$ cat config.mk
export PLATFORM = sky130hd
export DESIGN_NAME = pwpia_top
export DESIGN_NICKNAME = d
export VERILOG_FILES = /design/src/hdl/pwpia_pkg.sv /design/src/hdl/pwpia_top.sv
export VERILOG_INCLUDE_DIRS = /design/src /design/src/hdl
export SDC_FILE = /design/constraint.sdc
export NUM_CORES = 1
export LEC_CHECK = 0
export ABC_AREA = 1
export BUFFER_PORTS_ARGS = -buffer_cell sky130_fd_sc_hd__buf_2
export CORE_AREA = 2 2 132 102
export DETAILED_ROUTE_END_ITERATION = 10
export DIE_AREA = 0 0 134 104
export MAX_ROUTING_LAYER = met4
export PLACE_DENSITY_LB_ADDON = 0.12
export SYNTH_ARGS = -nofsm -noshare
export SYNTH_HDL_FRONTEND = slang
export SYNTH_SLANG_ARGS = --single-unit
$ cat constraint.sdc
create_clock -name clk -period 2.5 [get_ports clk]
set_clock_uncertainty 0.15 [all_clocks]
set_input_delay 0.25 -clock clk [delete_from_list [all_inputs] [get_ports clk]]
set_output_delay 0.25 -clock clk [all_outputs]
set_load 0.01 [all_outputs]
$ cat src/hdl/pwpia_map.svh
/*
 Command codes, field positions, reset values and special values of the
 write-protect and indirect-access bank. Definitions only; assumes the
 includer has nothing else by these names.
*/
`ifndef PWPIA_MAP_SVH
`define PWPIA_MAP_SVH

`define PWPIA_CMD_PAGE 8'h00
`define PWPIA_CMD_OPERATION 8'h01
`define PWPIA_CMD_CLEAR_FAULTS 8'h03
`define PWPIA_CMD_WP 8'h10
`define PWPIA_CMD_STORE_ALL 8'h15
`define PWPIA_CMD_IND_PTR 8'hc8
`define PWPIA_CMD_DATA_A 8'hc9
`define PWPIA_CMD_DATA_B 8'hca
`define PWPIA_CMD_CLR_ENERGY 8'hcc
`define PWPIA_CMD_NV_UNLOCK 8'hbd
`define PWPIA_CMD_GOOD_FORCE 8'hd9
`define PWPIA_CMD_GMASK 8'he4
`define PWPIA_CMD_BASE 8'he6

`define PWPIA_WP_LEVEL1 8'h80
`define PWPIA_WP_LEVEL2 8'h40
`define PWPIA_WP_NONE 8'h00
`define PWPIA_WP_RST 8'h00
`define PWPIA_GMASK_RST 2'h3
`define PWPIA_BASE_RST 7'h5c
`define PWPIA_PAGE_RST 8'h00
`define PWPIA_PAGE_GLOBAL 8'hff

`define PWPIA_PTR_ID 14
`define PWPIA_PTR_PAGE_HI 13
`define PWPIA_PTR_PAGE_LO 9
`define PWPIA_PTR_LOC_HI 8
`define PWPIA_PTR_LOC_LO 0
`define PWPIA_POKE_EN 14'h0bf6
`define PWPIA_POKE_DIS 14'h01f6
`define PWPIA_STAT_A 9'h02c
`define PWPIA_STAT_B 9'h02d

`define PWPIA_OFS_00 7'h00
`define PWPIA_OFS_01 7'h01
`define PWPIA_OFS_10 7'h04
`define PWPIA_OFS_11 7'h08

`endif

$ cat src/hdl/pwpia_pkg.sv
/*
 Types shared by the bank and its surroundings: command request, internal
 register access, nonvolatile image and protection level.
 Assumes the map header is compiled alongside.
*/
package pwpia_pkg;
	typedef enum logic [1:0] {
		PWPIA_LVL_NONE = 2'b00,
		PWPIA_LVL_TWO = 2'b01,
		PWPIA_LVL_ONE = 2'b10
	} pwpia_level_e;

	typedef struct packed {
		logic valid;
		logic write;
		logic [7:0] code;
		logic [15:0] wdata;
	} pwpia_req_s;

	typedef struct packed {
		logic valid;
		logic write;
		logic [4:0] page;
		logic [8:0] code;
		logic [15:0] wdata;
		logic [7:0] index;
		logic [1:0] chan;
	} pwpia_int_s;

	typedef struct packed {
		logic [7:0] wp;
		logic [1:0] gmask;
		logic [6:0] base;
	} pwpia_nv_s;
endpackage

$ cat src/hdl/pwpia_top.sv
/*
 Write-protect gate, global page mask, bus address and indirect pointer
 bank. Assumes a PMBus target engine in front that presents decoded command
 reads and writes one at a time, and an internal register store behind that
 answers reads combinationally in the request cycle.
*/
// Function
// - Reads are never gated by protection; only writes are.
// - Level 1 accepts writes only to protect, page, unlock, store, pointer.
// - Level 2 adds operation, fault clear, energy clear, output force, mask.
// - Protect value zero allows all writes; other encodings are reserved.
// - Protect level is part of the image saved to and restored from storage.
// - Protect pin high applies the level 2 accepted set.
// - The more restrictive of pin and register levels applies.
// - Mask bits 1 and 0 enable channels for global page; bits 7:2 read zero.
// - Bus address is base plus pin-selected offset 0 to 8.
// - Base address resets to 0x5c, giving 0x64 with both pins high.
// - Base address bit 7 is read-only zero.
// - Block data is streamed one word per indirect word read.
// - Each extra host peeks internal registers with its own page.
// - Each extra host pokes internal registers with its own page.
// - Indirect access never touches the normal page select.
// - Pointer bit 14 selects which host context is updated.
// - Pointer bits 13:9 hold the per-host page, 0 to 31.
// - Pointer bits 8:0 hold the per-host internal location.
// - Pointer bit 15 reads back as zero.
// - With page 0xff, non-global paged writes drop; paged reads fault.
// - Each data register follows its own host's latest pointer write that is not a poke enable or disable code.
`include "pwpia_map.svh"
module pwpia_top (
	input wire logic clk,
	input wire logic rst_n,
	input wire pwpia_pkg::pwpia_req_s req,
	output logic ack,
	output logic [15:0] rdata,
	output logic communication_fault,
	input wire logic protect_pin,
	input wire logic addr_select_pin_zero,
	input wire logic addr_select_pin_one,
	output logic [6:0] device_addr,
	input wire logic nv_load,
	input wire pwpia_pkg::pwpia_nv_s nv_image_in,
	output pwpia_pkg::pwpia_nv_s nv_image_out,
	output logic nv_store,
	output pwpia_pkg::pwpia_int_s int_req,
	input wire logic [15:0] int_rdata,
	input wire logic int_paged,
	input wire logic int_global,
	input wire logic block_abort
);
	import pwpia_pkg::*;

	logic [7:0] wp_q;
	logic [1:0] gmask_q;
	logic [6:0] base_q;
	logic [7:0] page_q;
	logic [14:0] ptr_q;
	logic [4:0] hpage_q [2];
	logic [8:0] hloc_q [2];
	logic [7:0] hidx_q [2];
	logic [1:0] poke_en_q;
	logic [1:0] poke_fail_q;
	logic [1:0] blk_fail_q;
	logic [15:0] rdata_q;
	logic ack_q;
	logic fault_q;
	logic [6:0] ofs;
	pwpia_level_e level;
	logic wr;
	logic rd;
	logic allowed;
	logic is_local;
	logic is_data;
	logic host;
	logic page_all;
	logic drop_fault;
	logic read_fault;
	logic is_poke_ctl;
	logic data_poke_ok;

	// Pointer write that matches a poke enable or disable code
	function automatic logic poke_ctl(input logic [15:0] v);
		return v[13:0] == `PWPIA_POKE_EN || v[13:0] == `PWPIA_POKE_DIS;
	endfunction

	// Accepted-command set for a protection level
	function automatic logic wr_ok(input pwpia_level_e l, input logic [7:0] c);
		logic one;
		logic two;
		one = c == `PWPIA_CMD_WP || c == `PWPIA_CMD_PAGE ||
			c == `PWPIA_CMD_NV_UNLOCK || c == `PWPIA_CMD_STORE_ALL ||
			c == `PWPIA_CMD_IND_PTR;
		two = one || c == `PWPIA_CMD_OPERATION ||
			c == `PWPIA_CMD_CLEAR_FAULTS || c == `PWPIA_CMD_CLR_ENERGY ||
			c == `PWPIA_CMD_GOOD_FORCE || c == `PWPIA_CMD_GMASK;
		case (l)
			PWPIA_LVL_ONE: return one;
			PWPIA_LVL_TWO: return two;
			default: return 1'b1;
		endcase
	endfunction

	// Stricter of pin and register; reserved values treated as unprotected
	always_comb begin
		level = PWPIA_LVL_NONE;
		if (wp_q == `PWPIA_WP_LEVEL1) begin
			level = PWPIA_LVL_ONE;
		end else if (wp_q == `PWPIA_WP_LEVEL2 || protect_pin) begin
			level = PWPIA_LVL_TWO;
		end
	end

	assign wr = req.valid && req.write;
	assign rd = req.valid && !req.write;
	assign is_data = req.code == `PWPIA_CMD_DATA_A ||
		req.code == `PWPIA_CMD_DATA_B;
	assign host = req.code == `PWPIA_CMD_DATA_B;
	assign is_local = is_data || req.code == `PWPIA_CMD_PAGE ||
		req.code == `PWPIA_CMD_WP || req.code == `PWPIA_CMD_GMASK ||
		req.code == `PWPIA_CMD_BASE || req.code == `PWPIA_CMD_IND_PTR;
	assign allowed = wr_ok(level, req.code);
	assign page_all = page_q == `PWPIA_PAGE_GLOBAL;
	assign drop_fault = wr && !is_local && page_all && int_paged &&
		!int_global;
	assign read_fault = rd && !is_local && page_all && int_paged;
	assign is_poke_ctl = poke_ctl(req.wdata);
	// A poke is a write to a data register, so it needs an open level too
	assign data_poke_ok = poke_en_q[host] && allowed;

	always_comb begin
		case ({addr_select_pin_one, addr_select_pin_zero})
			2'b00: ofs = `PWPIA_OFS_00;
			2'b01: ofs = `PWPIA_OFS_01;
			2'b10: ofs = `PWPIA_OFS_10;
			default: ofs = `PWPIA_OFS_11;
		endcase
	end
	assign device_addr = base_q + ofs;

	// Internal access: ordinary commands use the normal page, data
	// registers use the host's cached page and location
	always_comb begin
		int_req = '0;
		if (req.valid && is_data) begin
			int_req.page = hpage_q[host];
			int_req.code = hloc_q[host];
			int_req.index = hidx_q[host];
			int_req.chan = 2'b01 << hpage_q[host][0];
			int_req.wdata = req.wdata;
			int_req.write = req.write;
			int_req.valid = req.write ? data_poke_ok :
				hloc_q[host] != `PWPIA_STAT_A &&
				hloc_q[host] != `PWPIA_STAT_B;
		end else if (req.valid && !is_local) begin
			int_req.page = page_q[4:0];
			int_req.code = {1'b0, req.code};
			int_req.wdata = req.wdata;
			int_req.write = req.write;
			int_req.chan = page_all ? gmask_q : 2'b01 << page_q[0];
			int_req.valid = rd || (allowed && !drop_fault);
		end
	end

	// Protection level and restore
	always_ff @(posedge clk or negedge rst_n) begin
		if (!rst_n) begin
			wp_q <= `PWPIA_WP_RST;
		end else if (nv_load) begin
			wp_q <= nv_image_in.wp;
		end else if (wr && req.code == `PWPIA_CMD_WP) begin
			wp_q <= req.wdata[7:0];
		end
	end

	always_ff @(posedge clk or negedge rst_n) begin
		if (!rst_n) begin
			gmask_q <= `PWPIA_GMASK_RST;
			base_q <= `PWPIA_BASE_RST;
		end else if (nv_load) begin
			gmask_q <= nv_image_in.gmask;
			base_q <= nv_image_in.base;
		end else if (wr && allowed) begin
			if (req.code == `PWPIA_CMD_GMASK) begin
				gmask_q <= req.wdata[1:0];
			end
			if (req.code == `PWPIA_CMD_BASE) begin
				base_q <= req.wdata[6:0];
			end
		end
	end

	always_ff @(posedge clk or negedge rst_n) begin
		if (!rst_n) begin
			page_q <= `PWPIA_PAGE_RST;
		end else if (wr && req.code == `PWPIA_CMD_PAGE) begin
			page_q <= req.wdata[7:0];
		end
	end

	assign nv_image_out = '{wp: wp_q, gmask: gmask_q, base: base_q};
	assign nv_store = wr && req.code == `PWPIA_CMD_STORE_ALL;

	// Per-host pointer contexts
	generate
		for (genvar h = 0; h < 2; h++) begin : g_host
			logic sel_ptr;
			logic sel_data;
			assign sel_ptr = wr && req.code == `PWPIA_CMD_IND_PTR &&
				req.wdata[`PWPIA_PTR_ID] == 1'(h);
			assign sel_data = req.valid && is_data && host == 1'(h);

			always_ff @(posedge clk or negedge rst_n) begin
				if (!rst_n) begin
					hpage_q[h] <= '0;
					hloc_q[h] <= '0;
				end else if (sel_ptr && !is_poke_ctl) begin
					hpage_q[h] <= req.wdata[`PWPIA_PTR_PAGE_HI:
						`PWPIA_PTR_PAGE_LO];
					hloc_q[h] <= req.wdata[`PWPIA_PTR_LOC_HI:
						`PWPIA_PTR_LOC_LO];
				end
			end

			// Block words advance one per read, restart on new pointer
			always_ff @(posedge clk or negedge rst_n) begin
				if (!rst_n) begin
					hidx_q[h] <= '0;
				end else if (sel_ptr && !is_poke_ctl) begin
					hidx_q[h] <= '0;
				end else if (sel_data && !req.write) begin
					hidx_q[h] <= hidx_q[h] + 8'h01;
				end
			end

			always_ff @(posedge clk or negedge rst_n) begin
				if (!rst_n) begin
					poke_en_q[h] <= 1'b0;
				end else if (sel_ptr && is_poke_ctl) begin
					poke_en_q[h] <= req.wdata[13:0] == `PWPIA_POKE_EN;
				end
			end

			always_ff @(posedge clk or negedge rst_n) begin
				if (!rst_n) begin
					poke_fail_q[h] <= 1'b0;
				end else if (sel_data && req.write) begin
					poke_fail_q[h] <= !poke_en_q[h];
				end
			end

			// Abort sets win over the clear of a fresh pointer
			always_ff @(posedge clk or negedge rst_n) begin
				if (!rst_n) begin
					blk_fail_q[h] <= 1'b0;
				end else if (block_abort) begin
					blk_fail_q[h] <= 1'b1;
				end else if (sel_ptr && !is_poke_ctl &&
					req.wdata[8:0] != `PWPIA_STAT_A &&
					req.wdata[8:0] != `PWPIA_STAT_B) begin
					blk_fail_q[h] <= 1'b0;
				end
			end
		end
	endgenerate

	always_ff @(posedge clk or negedge rst_n) begin
		if (!rst_n) begin
			ptr_q <= '0;
		end else if (wr && req.code == `PWPIA_CMD_IND_PTR) begin
			ptr_q <= req.wdata[14:0];
		end
	end

	// Answer one cycle after the request; reads are never gated
	always_ff @(posedge clk or negedge rst_n) begin
		if (!rst_n) begin
			rdata_q <= '0;
		end else if (rd) begin
			case (req.code)
				`PWPIA_CMD_PAGE: rdata_q <= {8'h00, page_q};
				`PWPIA_CMD_WP: rdata_q <= {8'h00, wp_q};
				`PWPIA_CMD_GMASK: rdata_q <= {14'h0000, gmask_q};
				`PWPIA_CMD_BASE: rdata_q <= {9'h000, base_q};
				`PWPIA_CMD_IND_PTR: rdata_q <= {1'b0, ptr_q};
				`PWPIA_CMD_DATA_A, `PWPIA_CMD_DATA_B: begin
					if (hloc_q[host] == `PWPIA_STAT_A) begin
						rdata_q <= {14'h0000, poke_fail_q[0], blk_fail_q[0]};
					end else if (hloc_q[host] == `PWPIA_STAT_B) begin
						rdata_q <= {14'h0000, poke_fail_q[1], blk_fail_q[1]};
					end else begin
						rdata_q <= int_rdata;
					end
				end
				default: rdata_q <= int_rdata;
			endcase
		end
	end

	always_ff @(posedge clk or negedge rst_n) begin
		if (!rst_n) begin
			ack_q <= 1'b0;
			fault_q <= 1'b0;
		end else begin
			ack_q <= req.valid;
			fault_q <= drop_fault || read_fault;
		end
	end

	assign ack = ack_q;
	assign rdata = rdata_q;
	assign communication_fault = fault_q;
endmodule
-- Word-level counts from Yosys, hierarchy flattened
Index checks and enable logic that the tools add are counted.
- bits in registers: 108
- input port bits: 68
- output and inout bits: 85
- logic and storage cells: 172
- add/subtract/negate cells: 3
- order comparisons: 2
- equality and inequality tests: 27
- shift-type cells: 2
- multiplexer cells: 41
- bitwise operators: 3
- reduce and logical (&&, ||, !) cells: 74
- operators by type and width (kind ; number):
    case mux 16 bit (6 select lines) ; 1
    equality test 8 bit (second input constant) ; 10
    2-to-1 mux 8 bit ; 10
    2-to-1 mux 32 bit ; 2
    != test 9 x 6 -> 1 bit (second input constant) ; 4
    logical AND 1 bit ; 35
    2-to-1 mux 16 bit ; 2
    2-to-1 mux 9 bit ; 3
    2-to-1 mux 7 bit ; 3
    logical OR 1 bit ; 19
    equality test 9 x 6 -> 1 bit (second input constant) ; 2
    adder 8 x 1 -> 8 bit (second input constant) ; 2
    equality test 8 x 5 -> 1 bit (second input constant) ; 2
    nonzero test 2 bit ; 8
    2-to-1 mux 5 bit ; 3
    equality test 14 x 12 -> 1 bit (second input constant) ; 1
    equality test 14 x 9 -> 1 bit (second input constant) ; 1
    2-to-1 mux 2 bit ; 7
    case mux 4 bit (3 select lines) ; 1
    equality test 8 x 1 -> 1 bit (second input constant) ; 1
    equality test 8 x 2 -> 1 bit (second input constant) ; 1
    equality test 8 x 7 -> 1 bit (second input constant) ; 1
    logical NOT 8 bit ; 1
    2-to-1 mux 1 bit ; 8
    13 further kinds ; 24

-- Depth between registers and ports, before layout
Gate-level depths: netlist (run 1).
- depth after elaboration: 17
- depth in mapped cells: 16
- mapped depth without buffers: 15

-- Worst setup path after synthesis (run 1)
OpenSTA, ideal clock, no wires.
- path type: input -> output
- from: in req[19] (netlist bit)
- to: out int_req[31] (netlist bit)
- data arrival time: 1.571 ns
- required time: 2.100 ns
- slack: 0.529 ns
- stages on the path: 12
- path buffers: 1
- cell sequence: inv_2 nor2_4 nand2_1 nand2_1 nand2_1 inv_1 nor2_1 nand2_2 nor2_1 inv_2 buf_2 o21ai_0
- RTL lines (element ; line ; RTL):
    start: declaration ; pwpia_top.sv:33 ; input wire pwpia_pkg::pwpia_req_s req,
    end: declaration ; pwpia_top.sv:45 ; output pwpia_pkg::pwpia_int_s int_req,

==> results by group, run 1 <==
Critical path
  – Setup CP Type: input pin to primary output
  – WP data arrival: 2.02 ns
  – Worst Reg2Reg Path Length in Cells: 11
  – R2r startpoint: wp_q[2]
  – Reg2reg end: base_q[1]
  – Crit path to: int_req[41]
  – FF-to-FF setup slack: 0.39 ns
  – Worst Setup SP: req[19]
  – CP max stage cell: nor2_4
  – Most used cell, CP: nand2_1
  – Worst path max stage delay: 0.23 ns
  – Critical Path RT: 2.10 ns
  – CP Capture Type: primary output
  – Crit path max fanout: 6
  – Setup crit start kind: input pin
  – Worst path cell trace: buf_4 -> inv_2 -> nor2_4 -> nand2_1 -> buf_4 -> nor2_4 -> nand2_1 -> nand2_2 -> nand3_1 -> nor2_2 -> nand2_2 -> nand2_1 -> a21oi_1 -> o21ai_1 -> o21ai_1 -> buf_2

GRT
  – Initial antenna violation count: 0
  – All-Layer GR Usage: 0.3002
  – First-pass GRT wire length: 31,930 um
  – Largest net degree at the start of global routing: 53
  – GR Overflow Total: 0
  – Vias in the first global route: 5,949

Floorplanning
  – Die Ht: 104 um
  – Core Area: 0.01266 mm^2
  – Die area: 0.01394 mm^2
  – Initial Util: 0.4870
  – FP Rows: 36
  – Die X: roughly 130 um
  – # IOs: 153

Outcome
  – Status: complete, but fails checks
  – Failing checks: negative hold slack

Synthesis
  – Count leader, synth: nand2_1
  – Synth Instances: a little over 800
  – Synth area leader: dfrtp_1
  – Post-synth EDFFs: 0
  – Synth top area share: 0.4141
  – Synth Net Count: 896
  – Post-synth top cells: 199 x nand2_1, 102 x dfrtp_1, 98 x nor2_1
  – Yosys cell types: 44
  – Seq cells post-synth: around 110
  – Mapped Area: 0.006163 mm^2
  – Avg Cell Area, Syn: 7.498 um^2
  – Sequential share of the synthesized area: 0.4397
  – Yosys warnings: 0
  – Dominant cells by area after synthesis: dfrtp_1 41%, nand2_1 12%, o21ai_0 6.1%
  – Main synth FF type: dfrtp_1
  – Fraction of registers with async set or reset after synthesis: 1.000

Timing
  – Setup violations, final: 0
  – Relative max-transition margin: 0.4487
  – Setup TNS: 0 ns
  – Slew Limit Fails: 0
  – Post-route clock period utilization: 0.9680
  – Hold slack: -0.0004843 ns
  – Final hold violations: 1
  – Fmax: 413.2 MHz
  – Final min period: 2.420 ns
  – Worst Tran Pin Value: 0.8061 ns

Place
  – Buffers on Ports: between 150 and 200
  – GPL Wtd Cong: 0.9974
  – Placed cell areas: approximately 0.0072 mm^2
  – Placed cells: 1,149
  – HPWL Detailed: between 15,000 and 20,000 um

Pwr
  – Internal power: 2914 uW
  – Sequential Power Share: 0.469
  – Total power after layout: 4103 uW
  – Psw: 1190 uW
  – Leakage: 0.004020 uW
  – Sw frac: 0.2900
  – Clock share of power: 0.367
  – Cell Pwr Density: 516.4 mW/mm^2
  – Worst vdd ir: ~0.55 mV
  – Logic pwr share: 0.163

Clock network
  – H-tree depth: 3
  – Reg clk slew, reported paths: 0.08 ns
  – Clock Latency Late Sink: 0.35 ns
  – CTS root buf: clkbuf_16
  – Clk buf depth: 2
  – CTS Buf Count: 9
  – CTS tree: yes
  – Clock Sinks: 108

Detailed routing
  – Vias after detailed routing: 6,378
  – DRC: 0
  – WL/cell: 16.76 um
  – DRT iter0 DRCs: 574
  – Antenna viol nets, final: 0
  – WL final: 20,110 um
  – Vias per Instance: 5.315
  – 1st-pass router iterations: 5

Hold path
  – Hold crit path type: input pin to register

Final layout
  – Final Cell Area: 0.007946 mm^2
  – Ant. Diodes: 0
  – Filler cells: between 1,000 and 1,500
  – Fin nets: ~1,100
  – Area Growth Syn to Fin: 28.93%
  – Finished Layout Cells: 1,200
  – Share of layout cells above drive strength 1: 0.2809

Flow run
  – Max Cap Viol: 0
## flip-flops by register name, summed over array words and instances (netlist names), 7 cells and up
signal and count:
hpage_q 10, wp_q 8, base_q 7, page_q 8, hidx_q 16, ptr_q 15, rdata 16, hloc_q 18
## cells by family (layout without fill, tap and decap cells)
kind of cell	count (synthesis)	in the layout	share of synthesized area
AND/OR/NAND/NOR	428	428	0.3183
XOR/XNOR	9	9	0.01279
adder cells (fa/ha/maj)	6	6	0.01218
AO/OA/AOI/OAI	153	153	0.1389
flip-flops	108	108	0.4397
buffers and inverters	117	324	0.07653
multiplexers	1	1	0.001624
## power by group through the flow
stage,Clock [uW],Sequential [uW],Combinational [uW]
3_3_place_gp,0,1950,612
2_1_floorplan,0,1970,280
6_report,1510,1920,671
4_1_cts,1520,1920,651
3_5_place_dp,0,1950,615
5_1_grt,1600,1940,740
## stage by stage
stage / setup slack (ns) / utilization / hold WS (ns)
detailed placement: 0.07582 / 0.5726 / 0.1043
global placement: 0.03067 / 0.5726 / 0.1003
finish: 0.08000 / 0.6278 / -0.0004843
CTS: 0.01016 / 0.6174 / 0.001084
floorplan: 0.5289 / - / -0.1956
global route: -0.04702 / 0.6278 / 0.005571
## routing by layer
metal	up-vias	part of all wire	wire length (um)	track usage
met5	-	0	0	-
met3	26	0.069	1387	0.05848
met1	3017	0.47	9397	0.4345
li1	3092	-	-	-
met2	243	0.45	9009	0.4366
met4	0	0.016	320	0.06991
## worst min path at each step
| stage | startpoint | end | cells after the start |
|---|---|---|---|
| 2_1_floorplan | rst_n | ack | 0 |
| 3_3_place_gp | rst_n | rdata[10] | 1 |
| 3_5_place_dp | rst_n | rdata[10] | 1 |
| 4_1_cts | int_rdata[7] | rdata[7] | 3 |
| 5_1_grt | int_rdata[7] | rdata[7] | 3 |
| 6_report | int_rdata[2] | rdata[2] | 3 |
## placed cells by master, fill, tap and decap left out, types with 7 or more instances in the layout
| master | count |
|---|---|
| nand2_2 | 24 |
| nand4_1 | 12 |
| buf_2 | 150 |
| clkbuf_16 | 9 |
| dlygate4sd3_1 | 24 |
| inv_2 | 12 |
| inv_1 | 79 |
| nor2_1 | 96 |
| nor2_4 | 7 |
| nand3_1 | 48 |
| a21oi_1 | 43 |
| nand2_1 | 194 |
| xor2_1 | 9 |
| nor3_1 | 17 |
| o21ai_0 | 73 |
| buf_4 | 41 |
| dfrtp_1 | 99 |
## layout make-up
class	instances	area, um^2	share of cell area
multi-input combinational	597	3039	0.3825
sequential	108	2714	0.3415
timing repair buffer	216	1319	0.1660
inverter	92	350.3	0.04409
clock buffer	10	229.0	0.02881
tap	171	214.0	0.02692
clock inverter	6	81.33	0.01023
## critical path, delay by kind of cell
family                 cells  cell delay (ns)
AO/OA/AOI/OAI              3             0.22
AND/OR/NAND/NOR            9             1.09
buffers and inverters      4             0.45
## timing repair
item,4_1_cts,5_1_grt
endpoints found under the setup margin,1,19
endpoints found under the hold margin,56,0
cloned,0,0
resized for setup,2,21
hold buffers,24,0
setup buffers,1,10
pin swaps,1,9
Note: power is estimated with default switching activity, not from simulation.
==> inputs of run 2 (changes only) <==
--- a/config.mk
+++ b/config.mk
@@ -6,13 +6,13 @@
 export SDC_FILE = /design/constraint.sdc
 export NUM_CORES = 1
 export LEC_CHECK = 0
-export ABC_AREA = 1
 export BUFFER_PORTS_ARGS = -buffer_cell sky130_fd_sc_hd__buf_2
-export CORE_AREA = 2 2 132 102
+export CORE_AREA = 2 2 133 102
 export DETAILED_ROUTE_END_ITERATION = 10
-export DIE_AREA = 0 0 134 104
+export DIE_AREA = 0 0 135 104
 export MAX_ROUTING_LAYER = met4
-export PLACE_DENSITY_LB_ADDON = 0.12
+export PLACE_DENSITY = 0.77
 export SYNTH_ARGS = -nofsm -noshare
 export SYNTH_HDL_FRONTEND = slang
 export SYNTH_SLANG_ARGS = --single-unit
+export TNS_END_PERCENT = 10
==> results by group, run 2 <==
Outcome
  – Status: complete, but fails checks
  – Failing checks: negative setup slack

GRT
  – Vias in the first global route: 5,837 (-1.9%)
  – Initial antenna violation count: 0 (unchanged)
  – GR Overflow Total: 0 (unchanged)
  – Largest net degree at the start of global routing: 56 (+5.7%)
  – All-Layer GR Usage: 0.3024 (+0.002219)
  – First-pass GRT wire length: 32,040 um (+0.34%)

Clock network
  – CTS Buf Count: 9 (unchanged)
  – Clk buf depth: 2 (unchanged)
  – CTS tree: yes
  – CTS root buf: clkbuf_16
  – Clock Sinks: 108 (unchanged)
  – Clock Latency Late Sink: 0.36 ns (about the same)
  – H-tree depth: 3 (unchanged)
  – Reg clk slew, reported paths: 0.07 ns (about the same)

Place
  – Placed cells: 1,012 (-12%)
  – GPL Wtd Cong: 0.9306 (-6.7%)
  – Buffers on Ports: 152 (unchanged)
  – Post-Place Setup Slack: -0.06712 ns (-0.1429 ns)
  – HPWL Detailed: 14,850 um (-1.4%)

Final layout
  – Area Growth Syn to Fin: 29.66%
  – Filler cells: 1,069 (-8.5%)
  – Share of layout cells above drive strength 1: 0.3337 (+0.05286)
  – Fin nets: 953 (-13%)
  – Finished Layout Cells: 1,055 (-12%)
  – Final Util: 0.6328 (+0.005008)
  – Max reg flops: 18 (unchanged)
  – Commonest non-fill, non-tap cell in the layout: buf_2
  – Multi-input gate area: 0.003387 mm^2 (+11%)
  – Ant. Diodes: 0 (unchanged)
  – FF+latch area: 0.002710 mm^2 (-0.14%)
  – Commonest non-fill, non-tap cells in the layout: 151 x buf_2, 122 x nand2_1, 102 x dfrtp_1
  – Largest register by flop count: hloc_q

Critical path
  – CP max stage cell: mux4_2
  – CP Capture Type: primary output
  – Crit path max fanout: 3 (-3)
  – Worst path max stage delay: 0.43 ns (+0.20 ns)
  – Critical Path RT: 2.10 ns (about the same)
  – Setup crit start kind: register
  – Setup CP Type: register to primary output
  – WP data arrival: 2.12 ns (+0.10 ns)
  – Worst path cell trace: nor4bb_1 -> buf_4 -> nand2_2 -> mux4_2 -> nand2b_1 -> a22oi_2 -> buf_2

Synthesis
  – Synth area leader: dfrtp_1
  – Synth Area in Adders: 0.01202 (-0.0001562)
  – Synth top area share: 0.4088 (-0.005311)
  – Avg Cell Area, Syn: 9.263 um^2 (+24%)
  – Post-synth top cells: 123 x nand2_1, 102 x dfrtp_1, 57 x o21ai_0
  – Main synth FF type: dfrtp_1
  – Synth Instances: 674 (-18%)
  – Yosys cell types: 66 (+50%)
  – Simple-gate share of the synthesized area: 0.2244 (-0.09386)
  – Sequential share of the synthesized area: 0.4341 (-0.005640)
  – Synth Area in Compound Gates: 0.1505 (+0.01165)
  – Fraction of registers with async set or reset after synthesis: 1.000 (unchanged)
  – Count leader, synth: nand2_1
  – Post-synth EDFFs: 0 (unchanged)
  – Dominant cells by area after synthesis: dfrtp_1 41%, nand2_1 7.4%, mux2_2 5.1%
  – Synth Net Count: 748 (-17%)
  – Seq cells post-synth: 108 (unchanged)
  – Yosys warnings: 0 (unchanged)
  – Largest family of logic cells by synthesized area: simple AND/OR/NAND/NOR gates
  – Post-synthesis mux area share: 0.1224 (+0.1208)
  – Mapped Area: 0.006243 mm^2 (+1.3%)
  – Post-Synth XOR/XNOR Area: 0.02525 (+0.01246)

Pwr
  – Sequential Power Share: 0.481 (+0.012)
  – Logic pwr share: 0.172 (+0.009)
  – Internal power: 2839 uW (-2.6%)
  – Worst vdd ir: 0.3932 mV (-28%)
  – Cell Pwr Density: 490.9 mW/mm^2 (-4.9%)
  – Sw frac: 0.2855 (-0.004459)
  – Psw: 1135 uW (-4.7%)
  – Clock share of power: 0.348 (-0.019)
  – Leakage: 0.003932 uW (-2.2%)

Hold path
  – Hold crit path type: input pin to register

Detailed routing
  – DRC: 0 (unchanged)
  – 1st-pass router iterations: 5 (unchanged)
  – WL final: 20,670 um (+2.8%)
  – Vias per Instance: 5.866 (+10%)
  – Antenna viol nets, final: 0 (unchanged)
  – DRT iter0 DRCs: 857 (+49%)
  – Vias after detailed routing: 6,189 (-3.0%)
  – WL/cell: 19.59 um (+17%)

Timing
  – RSZ-0062 raised after global routing: true
  – Worst Tran Pin Value: 1.020 ns (+0.2141 ns)
  – Setup violations, final: 1 (+1)
  – Fmax: 397.3 MHz (-3.9%)
  – Final min period: 2.517 ns (+0.09725 ns)
  – Slew Limit Fails: 0 (unchanged)
  – Final setup margin: -0.01726 ns (-0.09725 ns)
  – Relative max-transition margin: 0.3177 (-0.1311)
  – Post-route clock period utilization: 1.007 (+0.03890)
  – Final hold violations: 0 (-1)

Flow run
  – Max Cap Viol: 0 (unchanged)

Floorplanning
  – FP Rows: 36 (unchanged)
  – Die area: 0.01404 mm^2 (+0.75%)
  – Core Area: 0.01279 mm^2 (+1.1%)
  – Die Ht: 104 um (unchanged)
  – Initial Util: 0.4881 (+0.001116)
  – Die X: 135 um (+0.75%)
  – # IOs: 153 (unchanged)
-- run 2: cell count changes after synthesis, moves of 13 or more --
cell | before | now
o21ai_0 | 75 | 57
nand3_1 | 48 | 7
nand2_1 | 199 | 123
inv_1 | 80 | 4
nor2_1 | 98 | 35
nand2_2 | 19 | 0
o211ai_1 | 1 | 14
and2_1 | 0 | 19
mux2i_1 | 1 | 25
mux2_2 | 0 | 28
-- run 2: final timing paths --
kind	slack, ns	start	cells after the start	end
max in group asynchronous	1.10	rst_n	3	page_q[3]
setup / recovery	-0.02	hloc_q[13]	7	int_req[41]
hold reg to reg	0.33	hpage_q[4]	2	hpage_q[4]
hold / removal	0.009	int_rdata[6]	3	rdata[6]
min in group asynchronous	0.34	rst_n	2	hidx_q[14]
setup reg to reg	0.20	hloc_q[13]	8	rdata[11]
-- run 2: worst max-delay path, delay by kind of cell, from the launching register on --
family / cells / cell delay [ns]
multiplexers: 1 / 0.43
AND/OR/NAND/NOR: 3 / 0.49
flip-flops: 1 / 0.41
AO/OA/AOI/OAI: 1 / 0.10
buffers and inverters: 2 / 0.34
-- run 2: final cells by class --
class / count / share of cell area
Clock buffer: 12 / 0.03045
Timing Repair Buffer: 236 / 0.1839
Inverter: 4 / 0.001855
Multi-Input combinational cell: 520 / 0.4184
Clock inverter: 4 / 0.004173
Sequential cell: 108 / 0.3348
Tap cell: 171 / 0.02643
-- run 2: per-layer routing --
layer / track usage / vias to the layer above / part of all wire
li1: - / 2814 / -
met4: 0.08259 / 0 / 0.026
met3: 0.06140 / 44 / 0.097
met1: 0.4409 / 2976 / 0.44
met2: 0.4297 / 355 / 0.44
met5: - / - / 0
-- run 2: cells by family after synthesis --
kind of cell | after synthesis
and+or+nand+nor | 273
AOI/OAI and AO/OA | 157
DFF | 108
muxes | 66
buffers and inverters | 46
xor gates and xnor gates | 18
adders and majority gates | 6
-- run 2: power groups by stage --
stage	combinational, uW	clock (uW)	sequential (uW)
floorplan	276	0	1950
finish	682	1380	1910
CTS	667	1400	1900
detailed placement	635	0	1940
global placement	626	0	1940
global route	738	1470	1920
-- run 2: repair_timing --
item / in CTS / in global routing
endpoints found under the hold margin: 72 / 0
pin swaps: 0 / 4
cloned: 0 / 0
buffers inserted: 2 / 2
hold buffers: 23 / 0
endpoints found under the setup margin: 18 / 21
gates resized for setup: 2 / 7
-- run 2: per-stage QoR --
stage	cell area, um^2	setup TNS [ns]	total power, uW	hold WS, ns
6_report	8095	-0.01726	3974	0.009054
3_5_place_dp	7517	-0.9191	2571	0.2092
4_1_cts	8055	-0.009082	3970	0.006194
2_1_floorplan	6243	0	2223	-0.1956
5_1_grt	8095	-0.09155	4123	0.02513
3_3_place_gp	7517	0	2562	0.2074
==> inputs of run 3 (changes only) <==
--- a/config.mk
+++ b/config.mk
@@ -7,11 +7,13 @@
 export NUM_CORES = 1
 export LEC_CHECK = 0
 export BUFFER_PORTS_ARGS = -buffer_cell sky130_fd_sc_hd__buf_2
-export CORE_AREA = 2 2 133 102
+export CELL_PAD_IN_SITES_DETAIL_PLACEMENT = 0
+export CELL_PAD_IN_SITES_GLOBAL_PLACEMENT = 2
+export CORE_AREA = 2 2 165 126
 export DETAILED_ROUTE_END_ITERATION = 10
-export DIE_AREA = 0 0 135 104
+export DIE_AREA = 0 0 167 128
 export MAX_ROUTING_LAYER = met4
-export PLACE_DENSITY = 0.77
+export PLACE_DENSITY = 0.82
 export SYNTH_ARGS = -nofsm -noshare
 export SYNTH_HDL_FRONTEND = slang
 export SYNTH_SLANG_ARGS = --single-unit
==> results by group, run 3 (synthesis gave the netlist of run 2 again) <==
Outcome
  – Status: complete, but fails checks
  – Failing checks: negative setup slack

Floorplanning
  – Die Ht: 128 um (+23%)
  – Initial Util: 0.3141 (-0.1739)
  – Core Area: 0.01988 mm^2 (+55%)
  – # IOs: 153 (unchanged)
  – Die X: 167 um (+24%)
  – Die area: 0.02138 mm^2 (+52%)
  – FP Rows: 45 (+25%)

Detailed routing
  – Vias per Instance: 5.206 (-11%)
  – DRT iter0 DRCs: 471 (-45%)
  – WL/cell: 19.86 um (+1.4%)
  – WL final: 22,740 um (+10%)
  – Antenna viol nets, final: 0 (unchanged)
  – Vias after detailed routing: 5,961 (-3.7%)
  – DRC: 0 (unchanged)
  – 1st-pass router iterations: 5 (unchanged)

Final layout
  – Max reg flops: 18 (unchanged)
  – Filler cells: 1,995 (+87%)
  – Fin nets: 955 (+0.21%)
  – Area Growth Syn to Fin: 33.59%
  – Largest register by flop count: hloc_q
  – Share of layout cells above drive strength 1: 0.3420 (+0.008276)
  – Commonest non-fill, non-tap cells in the layout: 151 x buf_2, 122 x nand2_1, 102 x dfrtp_1
  – Commonest non-fill, non-tap cell in the layout: buf_2

Clock network
  – H-tree depth: 3 (unchanged)
  – CTS tree: yes
  – Clk buf depth: 2 (unchanged)
  – Clock Latency Late Sink: 0.35 ns (about the same)
  – Clock Sinks: 108 (unchanged)
  – CTS Buf Count: 9 (unchanged)
  – Reg clk slew, reported paths: 0.08 ns (about the same)
  – CTS root buf: clkbuf_16

Place
  – Buffers on Ports: 152 (unchanged)
  – Post-Place Setup Slack: -0.08389 ns (-0.01676 ns)
  – HPWL Detailed: 17,010 um (+15%)
  – GPL Wtd Cong: 0.8312 (-11%)

GRT
  – All-Layer GR Usage: 0.2185 (-0.08392)
  – Initial antenna violation count: 1 (+1)
  – Vias in the first global route: 5,940 (+1.8%)
  – First-pass GRT wire length: 34,750 um (+8.5%)
  – GR Overflow Total: 0 (unchanged)
  – Largest net degree at the start of global routing: 37 (-34%)

Flow run
  – Max Cap Viol: 0 (unchanged)

Timing
  – Final min period: 2.535 ns (+0.01742 ns)
  – Final hold violations: 0 (unchanged)
  – Worst Tran Pin Value: 0.6199 ns (-0.4003 ns)
  – Fmax: 394.5 MHz (-0.69%)
  – Post-route clock period utilization: 1.014 (+0.006969)
  – Relative max-transition margin: 0.5824 (+0.2647)
  – RSZ-0062 raised after global routing: true
  – Setup violations, final: 1 (unchanged)
  – Slew Limit Fails: 0 (unchanged)
  – Final setup margin: -0.03468 ns (-0.01742 ns)
  – Setup TNS: -0.03468 ns (-0.01742 ns)

Hold path
  – Hold crit path type: input pin to register

Critical path
  – Setup CP Type: register to primary output
  – Crit path max fanout: 3 (unchanged)
  – Worst path max stage delay: 0.49 ns (+0.06 ns)
  – CP Capture Type: primary output
  – Worst path cell trace: nor4bb_4 -> buf_4 -> nand2_2 -> mux4_2 -> nand2b_4 -> a22oi_2 -> buf_2
  – Critical Path RT: 2.10 ns (about the same)
  – WP data arrival: 2.13 ns (about the same)
  – CP max stage cell: mux4_2
  – Bufs and invs on worst path: 2 (unchanged)
  – CP top delay family: multiplexers
  – Setup crit start kind: register

Pwr
  – Cell Pwr Density: 511.6 mW/mm^2 (+4.2%)
  – Leakage: 0.003994 uW (+1.6%)
  – Worst vdd ir: 0.4184 mV (+6.4%)
-- run 3: cell count changes in the layout (fill, tap and decap cells not counted), sizes merged --
cell	previous run	this run
inv	5	7
clkbuf	12	10
clkinv	3	1
buf	213	216
dlygate4sd3	23	22
bufinv	0	2
diode	0	1
-- run 3: timing repair --
| action | in CTS | in global routing |
|---|---|---|
| pin swaps | 1 | 5 |
| buffers inserted | 0 | 4 |
| endpoints found under the setup margin | 18 | 21 |
| gates cloned | 0 | 0 |
| resized for setup | 4 | 10 |
| hold buffers | 22 | 0 |
| endpoints found under the hold margin | 54 | 0 |
-- run 3: metrics by stage --
step           hold WS, ns  utilization  instances  cell area (um^2)  total power, uW
6_report           0.01206       0.4196       1145              8341             4267
5_1_grt            0.01932       0.4196       1145              8341             4435
4_1_cts           0.004604       0.4152       1140              8252             4288
3_5_place_dp       0.09582       0.3861       1102              7674             2595
3_3_place_gp       0.08944       0.3861       1102              7674             2594
2_1_floorplan      -0.1956            -        674              6243             2223
-- run 3: per-layer routing --
layer  track usage  part of all wire  wire [um]
met3       0.03396             0.057       1299
met1        0.3166              0.49      11140
met2        0.3258              0.44      10030
met5             -                 0          0
met4       0.04108             0.012        278
-- run 3: final timing paths --
kind / from / endpoint / slack, ns / cells after the start
setup / recovery: hloc_q[1] / int_req[41] / -0.03 / 7
hold / removal: req[10] / hpage_q[1] / 0.01 / 3
setup reg to reg: wp_q[3] / base_q[6] / 0.28 / 6
hold reg to reg: hpage_q[1] / hpage_q[1] / 0.33 / 2
max in group asynchronous: rst_n / ptr_q[12] / 1.15 / 3
min in group asynchronous: rst_n / hidx_q[15] / 0.25 / 2
-- run 3: final cells by class --
type	instances	area [um^2]	share of cell area
clock inverter	6	100.1	0.01200
inverter	4	15.01	0.001800
sequential	108	2710	0.3249
clock buffer	10	239.0	0.02865
antenna	1	2.502	0.0003000
tap	258	322.8	0.03870
multi-input combinational	520	3425	0.4106
timing repair buffer	238	1526	0.1830
-- run 3: power breakdown --
| group | switching (uW) | internal, uW | leakage [uW] | total (uW) |
|---|---|---|---|---|
| Combinational | 395 | 297 | 0.00242 | 692 |
| Clock | 735 | 928 | 0.000167 | 1660 |
| Sequential | 80.0 | 1830 | 0.00141 | 1910 |
-- run 3: worst min-delay path, delay by kind of cell --
| kind | cells | cell delay [ns] |
|---|---|---|
| buf+inv | 1 | 0.13 |
| simple gates | 2 | 0.10 |
